**config.mk**
```make
export PLATFORM = sky130hd
export DESIGN_NAME = uia_top
export DESIGN_NICKNAME = d
export VERILOG_FILES = /design/src/uia_pkg.sv /design/src/uia_sync.sv /design/src/uia_combine.sv /design/src/uia_top.sv
export SDC_FILE = /design/constraint.sdc
export NUM_CORES = 1
export LEC_CHECK = 0
export ABC_CLOCK_PERIOD_IN_PS = 3300
export BUFFER_PORTS_ARGS = -buffer_cell sky130_fd_sc_hd__buf_2
export CAP_MARGIN = 20
export CORE_UTILIZATION = 50
export DETAILED_ROUTE_END_ITERATION = 6
export PLACE_DENSITY = 0.75
export SYNTH_ARGS = -nofsm -noshare
export SYNTH_HDL_FRONTEND = slang
export SYNTH_SLANG_ARGS = --single-unit
```
**constraint.sdc**
```tcl
create_clock -name sys_clk -period 3.3 [get_ports sys_clk]
set_clock_uncertainty 0.2 [all_clocks]
set_input_delay 0.66 -clock sys_clk [delete_from_list [all_inputs] [get_ports sys_clk]]
set_output_delay 0.66 -clock sys_clk [all_outputs]
set_load 0.03 [all_outputs]
```
**src/uia_pkg.sv**
```systemverilog
// Shared constants, modes and carriers for the user input assertion block
package uia_pkg;

	localparam int UIA_AW = 8;
	localparam int UIA_DW = 32;

	// Register byte offsets
	localparam logic [7:0] UIA_OFF_CTRL = 8'h00;
	localparam logic [7:0] UIA_OFF_VIRT = 8'h04;
	localparam logic [7:0] UIA_OFF_LABEL = 8'h08;
	localparam logic [7:0] UIA_OFF_STATUS = 8'h0c;
	localparam logic [7:0] UIA_OFF_EVCNT = 8'h10;
	localparam logic [7:0] UIA_OFF_EVREC = 8'h14;

	// Field positions
	localparam int UIA_CTRL_MODE_LSB = 0;
	localparam int UIA_CTRL_MODE_W = 5;
	localparam int UIA_CTRL_LSEL_BIT = 8;
	localparam int UIA_VIRT_ON_BIT = 0;
	localparam int UIA_LABEL_W = 16;
	localparam int UIA_ST_ASSERT_BIT = 0;
	localparam int UIA_ST_CONT_BIT = 1;
	localparam int UIA_ST_VIRT_BIT = 2;
	localparam int UIA_EVCNT_W = 16;
	localparam int UIA_EVREC_CONT_BIT = 8;
	localparam int UIA_EVREC_VIRT_BIT = 9;
	localparam int UIA_EVREC_NEW_BIT = 31;

	// Reset values
	localparam logic UIA_RST_LSEL = 1'b0;
	localparam logic UIA_RST_VIRT = 1'b0;
	localparam logic [15:0] UIA_RST_LABEL = 16'h0000;
	localparam logic [15:0] UIA_RST_EVCNT = 16'h0000;
	// Default label code for the diagnostic message; the value is arbitrary
	localparam logic [15:0] UIA_DEFAULT_LABEL = 16'h00a1;

	typedef enum logic [4:0] {
		UIA_M_DISABLED = 5'h00,
		UIA_M_CLOSED = 5'h01,
		UIA_M_OPEN = 5'h02,
		UIA_M_VON = 5'h03,
		UIA_M_VOFF = 5'h04,
		UIA_M_CL_AND_VON = 5'h05,
		UIA_M_CL_AND_VOFF = 5'h06,
		UIA_M_OP_AND_VON = 5'h07,
		UIA_M_OP_AND_VOFF = 5'h08,
		UIA_M_CL_OR_VON = 5'h09,
		UIA_M_CL_OR_VOFF = 5'h0a,
		UIA_M_OP_OR_VON = 5'h0b,
		UIA_M_OP_OR_VOFF = 5'h0c,
		UIA_M_CL_X_VON = 5'h0d,
		UIA_M_CL_X_VOFF = 5'h0e,
		UIA_M_OP_X_VON = 5'h0f,
		UIA_M_OP_X_VOFF = 5'h10
	} uia_mode_t;

	localparam uia_mode_t UIA_RST_MODE = UIA_M_DISABLED;

	typedef struct packed {
		logic [7:0] addr;
		logic [31:0] wdata;
		logic wr;
		logic rd;
	} uia_bus_req_t;

	typedef struct packed {
		logic diag;
		logic led;
		logic relay;
	} uia_ind_t;

endpackage

```
**src/uia_sync.sv**
```systemverilog
// Two-stage synchroniser for the field contact level
module uia_sync (
	input wire logic sys_clk,
	input wire logic sys_rst,
	input wire logic sys_ce,
	input wire logic async_in,
	output logic sync_out
);
	import uia_pkg::*;

	logic meta_q;
	logic sync_q;

	// Only the second stage is visible outside
	always_ff @(posedge sys_clk) begin
		if (sys_rst) begin
			meta_q <= 1'b0;
			sync_q <= 1'b0;
		end else if (sys_ce) begin
			meta_q <= async_in;
			sync_q <= meta_q;
		end
	end

	assign sync_out = sync_q;

endmodule

```
**src/uia_combine.sv**
```systemverilog
// Level combination of contact and virtual operands per selected mode
module uia_combine (
	input uia_pkg::uia_mode_t mode,
	input wire logic closed,
	input wire logic von,
	output logic result
);
	import uia_pkg::*;

	logic opn;
	logic voff;

	assign opn = ~closed;
	assign voff = ~von;

	always_comb begin
		result = 1'b0;
		case (mode)
			UIA_M_CLOSED: result = closed;
			UIA_M_OPEN: result = opn;
			UIA_M_VON: result = von;
			UIA_M_VOFF: result = voff;
			UIA_M_CL_AND_VON: result = closed & von;
			UIA_M_CL_AND_VOFF: result = closed & voff;
			UIA_M_OP_AND_VON: result = opn & von;
			UIA_M_OP_AND_VOFF: result = opn & voff;
			UIA_M_CL_OR_VON: result = closed | von;
			UIA_M_CL_OR_VOFF: result = closed | voff;
			UIA_M_OP_OR_VON: result = opn | von;
			UIA_M_OP_OR_VOFF: result = opn | voff;
			UIA_M_CL_X_VON: result = closed ^ von;
			UIA_M_CL_X_VOFF: result = closed ^ voff;
			UIA_M_OP_X_VON: result = opn ^ von;
			UIA_M_OP_X_VOFF: result = opn ^ voff;
			default: result = 1'b0;
		endcase
	end

endmodule

```
**src/uia_top.sv**
```systemverilog
// User input assertion logic: operands, combination, indicators, event record
//
// Contract
// Open-and-virtual-off mode asserts only while contact open and virtual off together.
// Closed-or-von mode asserts if contact closed or virtual on.
// Closed-or-voff mode asserts if contact closed or virtual off.
// Open-or-von mode asserts if contact open or virtual on.
// Open-or-voff mode asserts if contact open or virtual off.
// Closed-xor-von mode asserts when exactly one of closed, virtual on holds.
// Closed-xor-voff mode asserts when exactly one of closed, virtual off holds.
// Open-xor-von mode asserts when exactly one of open, virtual on holds.
// Open-xor-voff mode asserts when exactly one of open, virtual off holds.
// On assertion show message with default or user label, light LED, pull relay.
// On assertion log an event recorder entry naming the invoked function.
// When the condition drops, clear message, LED and relay.
// While the condition holds, indicators stay active through operand changes.
// Single-operand modes ignore the other operand entirely.
// Evaluate each cycle on synchronised operands; pulse an event on each rise.
module uia_top (
	input wire logic sys_clk,
	input wire logic sys_rst,
	input wire logic sys_ce,
	input wire logic contact_in,
	input uia_pkg::uia_bus_req_t bus_req,
	output logic [31:0] rd_data_q,
	output uia_pkg::uia_ind_t ind_q,
	output logic [15:0] diag_label_q,
	output logic evt_q
);
	import uia_pkg::*;

	// Register state
	uia_mode_t mode_q;
	uia_mode_t mode_d;
	logic lsel_q;
	logic lsel_d;
	logic virt_q;
	logic virt_d;
	logic [15:0] label_q;
	logic [15:0] label_d;
	logic [15:0] evcnt_q;
	logic [15:0] evcnt_d;
	uia_mode_t rec_mode_q;
	uia_mode_t rec_mode_d;
	logic rec_cont_q;
	logic rec_cont_d;
	logic rec_virt_q;
	logic rec_virt_d;
	logic rec_new_q;
	logic rec_new_d;

	// Datapath
	logic cont_s;
	logic result_d;
	logic rise_d;
	uia_ind_t ind_d;
	logic [15:0] diag_label_d;
	logic [31:0] rd_mux;
	logic [31:0] rd_data_d;

	// Address decode
	logic hit_ctrl;
	logic hit_virt;
	logic hit_label;
	logic hit_status;
	logic hit_evcnt;
	logic hit_evrec;
	logic wr_ctrl;
	logic wr_virt;
	logic wr_label;
	logic wr_evcnt;
	logic wr_evrec;
	logic [4:0] wmode;
	logic wmode_ok;

	// Contact comes from a field pin, so it is synchronised before use
	uia_sync u_sync (
		.sys_clk(sys_clk),
		.sys_rst(sys_rst),
		.sys_ce(sys_ce),
		.async_in(contact_in),
		.sync_out(cont_s)
	);

	uia_combine u_comb (
		.mode(mode_q),
		.closed(cont_s),
		.von(virt_q),
		.result(result_d)
	);

	assign hit_ctrl = bus_req.addr == UIA_OFF_CTRL;
	assign hit_virt = bus_req.addr == UIA_OFF_VIRT;
	assign hit_label = bus_req.addr == UIA_OFF_LABEL;
	assign hit_status = bus_req.addr == UIA_OFF_STATUS;
	assign hit_evcnt = bus_req.addr == UIA_OFF_EVCNT;
	assign hit_evrec = bus_req.addr == UIA_OFF_EVREC;

	assign wr_ctrl = bus_req.wr & hit_ctrl;
	assign wr_virt = bus_req.wr & hit_virt;
	assign wr_label = bus_req.wr & hit_label;
	assign wr_evcnt = bus_req.wr & hit_evcnt;
	assign wr_evrec = bus_req.wr & hit_evrec;

	// Codes beyond the last mode fall back to disabled rather than alias
	assign wmode = bus_req.wdata[UIA_CTRL_MODE_LSB +: UIA_CTRL_MODE_W];
	assign wmode_ok = wmode <= UIA_M_OP_X_VOFF;
	assign mode_d = wr_ctrl ? (wmode_ok ? uia_mode_t'(wmode) : UIA_M_DISABLED) : mode_q;
	assign lsel_d = wr_ctrl ? bus_req.wdata[UIA_CTRL_LSEL_BIT] : lsel_q;
	assign virt_d = wr_virt ? bus_req.wdata[UIA_VIRT_ON_BIT] : virt_q;
	assign label_d = wr_label ? bus_req.wdata[UIA_LABEL_W-1:0] : label_q;

	// Indicators follow the level each cycle; the rise is the logged event
	assign rise_d = result_d & ~ind_q.diag;
	assign ind_d.diag = result_d;
	assign ind_d.led = result_d;
	assign ind_d.relay = result_d;
	assign diag_label_d = result_d ? (lsel_q ? label_q : UIA_DEFAULT_LABEL) : 16'h0000;

	// Counter wraps; a clear in the same cycle as an event leaves one entry
	assign evcnt_d = rise_d ? (wr_evcnt ? 16'h0001 : evcnt_q + 16'h0001) :
		(wr_evcnt ? UIA_RST_EVCNT : evcnt_q);

	// Record captures the function and operands at the rise; set beats clear
	assign rec_mode_d = rise_d ? mode_q : rec_mode_q;
	assign rec_cont_d = rise_d ? cont_s : rec_cont_q;
	assign rec_virt_d = rise_d ? virt_q : rec_virt_q;
	assign rec_new_d = rise_d | (rec_new_q & ~wr_evrec);

	always_comb begin
		rd_mux = 32'h0000_0000;
		if (hit_ctrl) begin
			rd_mux[UIA_CTRL_MODE_LSB +: UIA_CTRL_MODE_W] = mode_q;
			rd_mux[UIA_CTRL_LSEL_BIT] = lsel_q;
		end
		if (hit_virt) begin
			rd_mux[UIA_VIRT_ON_BIT] = virt_q;
		end
		if (hit_label) begin
			rd_mux[UIA_LABEL_W-1:0] = label_q;
		end
		if (hit_status) begin
			rd_mux[UIA_ST_ASSERT_BIT] = ind_q.diag;
			rd_mux[UIA_ST_CONT_BIT] = cont_s;
			rd_mux[UIA_ST_VIRT_BIT] = virt_q;
		end
		if (hit_evcnt) begin
			rd_mux[UIA_EVCNT_W-1:0] = evcnt_q;
		end
		if (hit_evrec) begin
			rd_mux[UIA_CTRL_MODE_LSB +: UIA_CTRL_MODE_W] = rec_mode_q;
			rd_mux[UIA_EVREC_CONT_BIT] = rec_cont_q;
			rd_mux[UIA_EVREC_VIRT_BIT] = rec_virt_q;
			rd_mux[UIA_EVREC_NEW_BIT] = rec_new_q;
		end
	end

	// Read data stands only in the cycle after the strobe
	assign rd_data_d = bus_req.rd ? rd_mux : 32'h0000_0000;

	always_ff @(posedge sys_clk) begin
		if (sys_rst) begin
			mode_q <= UIA_RST_MODE;
			lsel_q <= UIA_RST_LSEL;
			virt_q <= UIA_RST_VIRT;
			label_q <= UIA_RST_LABEL;
		end else if (sys_ce) begin
			mode_q <= mode_d;
			lsel_q <= lsel_d;
			virt_q <= virt_d;
			label_q <= label_d;
		end
	end

	always_ff @(posedge sys_clk) begin
		if (sys_rst) begin
			evcnt_q <= UIA_RST_EVCNT;
			rec_mode_q <= UIA_M_DISABLED;
			rec_cont_q <= 1'b0;
			rec_virt_q <= 1'b0;
			rec_new_q <= 1'b0;
		end else if (sys_ce) begin
			evcnt_q <= evcnt_d;
			rec_mode_q <= rec_mode_d;
			rec_cont_q <= rec_cont_d;
			rec_virt_q <= rec_virt_d;
			rec_new_q <= rec_new_d;
		end
	end

	always_ff @(posedge sys_clk) begin
		if (sys_rst) begin
			ind_q <= '0;
			diag_label_q <= 16'h0000;
			evt_q <= 1'b0;
			rd_data_q <= 32'h0000_0000;
		end else if (sys_ce) begin
			ind_q <= ind_d;
			diag_label_q <= diag_label_d;
			evt_q <= rise_d;
			rd_data_q <= rd_data_d;
		end
	end
endmodule

```
==> flow_summary.yaml <==
drt:
  dr_wl_met2_mm: 4.472
  via_count: 3538
  topRoutingLayerUsed: "met4"
  routedWlPerCell_um: 15.49
  vias_per_cell: 5.706
  met3WireLength_um: 504
  dr.pass1.iters: 5
  drc_errors: 0
  drt_iter0_drc: 282
  wirelength_mm: 9.603
  ant_nets: 0
  wl_met1_mm: 4.349
timing:
  fin_tns_setup_ns: 0
  max_slew_margin_pct: 37.72
  hold_viol_final: 0
  setup_ws_ns: 0.4492
  timing.fmax_mhz: 350.8
  slew_violations: 0
  post-route-period-util_pct: 86.39
  worst-slew-pin-transition_ns: 0.9332
  fin_crit_ns: 2.851
  setup_viol: 0
  holdWs_ns: 0.2585
  rsz0062_at_grt: "no"
synthesis:
  yosys_register_bits: 84
  synth_cell_type_count: 58
  synth_ff_type: "dfxtp_1"
  synth_top_area_share_pct: 42.00
  synth_edf_count: 0
  ys_seq_area_share_pct: 42.00
  async_flop_share_pct: 0
  synth_area_um2: 4004
  synth_cells: 464
  synth_area_per_cell_um2: 8.629
  ys_warn_count: 0
  yosysTopAreaCell: "dfxtp_1"
  yosys-top-cells-area: "dfxtp_1 (42%), mux2i_1 (7.5%), nor2_1 (6.2%)"
worst_hold_path:
  hold_class: "register to register"
worst_setup_path:
  critPathRequiredTime_ns: 3.38
  critPathArrivalTime_ns: 2.94
  cpPeakStageDelay_ns: 0.80
  crit_type: "register to register"
  slowest_stage: "nor4b_4"
  crit_end: "evcnt_q[6]"
  critPathBufInv: 0
  critPathLaunchType: "register"
  r2r-start: "mode_q[1]"
  setup.worst_path.start: "mode_q[1]"
  cp_num_cells: 6
  path_max_fanout: 16
  path_delay_family: "simple AND/OR/NAND/NOR gates"
  path_cells: "or4_1, o21ai_1, nand3_2, nor4b_4, o21ai_0, a31oi_1"
  r2r_cells: 6
  ff2ff_setup_slack_ns: 0.45
  endpoint_kind: "register"
  reg2reg_to: "evcnt_q[6]"
power_and_ir_drop:
  peakVddDrop_mv: 0.3096
  pwr_density_cell_nw_per_um2: 419.6
  p_leak_nw: 1.885
grt:
  grt_pass1_vias: 3354
  grt_pass1_wl_mm: 16.19
  antenna_found_initial: 0
  grt_max_degree: 58
  grt_use_total_pct: 24.45
  grt-ovfl-total: 0
die:
  die_w_um: 91.49
  rows: 32
  die-area_um2: 8370
  start_util_pct: 51.81
  coreArea_um2: 7727
  ioPinCount: 98
  fp.dieH_um: 91.49
clock_tree:
  ctsResizeCount: 0
  htree_levels: 3
  postCtsHoldBufs: 0
  cts_tree: "done"
  postCtsSetupBuffers: 0
  cts.path.max_buffers: 2
  cts_root_buffer: "clkbuf_8"
  clk_latency_ns: 0.35
  clock-sinks: 84
  clk_pin_slew_worst_paths_ns: 0.09
  numCtsBuffers: 9
layout:
  layout_commonest_cell: "dfxtp_1"
  layout.nets: 560
  num-fill-cells: 697
  num_antenna_cells: 0
  layout.cells.most_common_list: "dfxtp_1 (84), nor2_1 (66), buf_2 (66), nand2_1 (53), mux2i_1 (30)"
  drive_above_1_share_pct: 20.27
  syn_to_final_growth_pct: 11.97
placement:
  place_hpwl_mm: 6.771
  place.gp.congestion: 0.9026
  portBuffers: 66
  dpl_worst_slack_ns: 0.3611
flow_run:
  maxCapViolCount: 0
status:
  status: "finished clean"
## power by group
part,switching (mW),leakage [nW],internal [mW],total [mW]
sequential,0.00214,0.676,1.01,1.02
clock,0.399,0.107,0.365,0.763
combinational,0.0762,1.10,0.0256,0.102
total,0.477,1.89,1.40,1.88
## cells in the mapped netlist (6+ instances only)
master,n
a21oi_1,24
a22o_1,10
a22oi_1,13
a32oi_1,14
buf_4,18
clkbuf_1,20
dfxtp_1,84
inv_1,10
mux2i_1,30
nand2_1,53
nand3_1,16
nor2_1,66
o211ai_1,6
o21ai_0,19
## worst min-delay path by stage
stage                               end  slack (ns)  cells after the start     startpoint
after floorplan           rec_mode_q[0]        0.24                      2  rec_mode_q[0]
final                      rd_data_q[2]        0.26                      2   rd_data_q[2]
after global routing      rec_mode_q[0]        0.29                      2  rec_mode_q[0]
after global placement     rd_data_q[3]        0.23                      2   rd_data_q[3]
after detailed placement   rd_data_q[2]        0.25                      2   rd_data_q[2]
after CTS                 rec_mode_q[0]        0.27                      2  rec_mode_q[0]
## worst reg2reg max path: stages, from the launching register on
cell and delay, ns:
dfxtp_1 0.44, or4_1 0.56, o21ai_1 0.18, nand3_2 0.20, nor4b_4 0.80, o21ai_0 0.21
a31oi_1 0.20
## registers in the layout (all words and copies together), names as in the netlist
register / cells
mode_q: 5
rec_cont_q: 1
virt_q: 1
label_q: 16
rec_virt_q: 1
evcnt_q: 16
ind_q: 1
lsel_q: 1
diag_label_q: 16
evt_q: 1
rec_new_q: 1
rd_data_q: 17
u_sync.meta_q: 1
rec_mode_q: 5
u_sync.sync_out: 1
## cell type report
class                           instances  area [um^2]  share of cell area (%)
Multi-Input combinational cell        335         2048                   45.69
Sequential cell                        84         1682                   37.51
Timing Repair Buffer                   73        382.9                   8.540
Tap cell                              102        127.6                   2.847
Clock buffer                            9        123.9                   2.763
Clock inverter                          7        81.33                   1.814
Inverter                               10        37.54                  0.8373
## per-layer routing
metal,up-vias,GRT usage [%]
li1,1718,-
met1,1672,32.01
met2,122,38.60
met3,26,4.439
met4,0,12.04
met5,-,0
## metrics by stage
stage	utilization, %	power [mW]	cells	area [um^2]
5_1_grt	58.01	1.948	620	4483
6_report	58.01	1.881	620	4483
2_1_floorplan	-	1.119	478	4056
3_3_place_gp	55.36	1.140	604	4278
3_5_place_dp	55.36	1.142	604	4278
4_1_cts	58.01	1.895	620	4483
## kinds of logic (layout without fill, tap and decap cells)
family	after synthesis	in the layout	synth area share, %
and+or+nand+nor	175	175	21.22
AOI/OAI and AO/OA	109	109	19.50
DFF	84	84	42.00
buffers and inverters	59	99	8.156
muxes	32	32	8.063
xor gates and xnor gates	3	3	0.6564
adders and majority gates	1	1	0.3125
other	1	15	0.09366
Power figures use the tool's default switching activity.
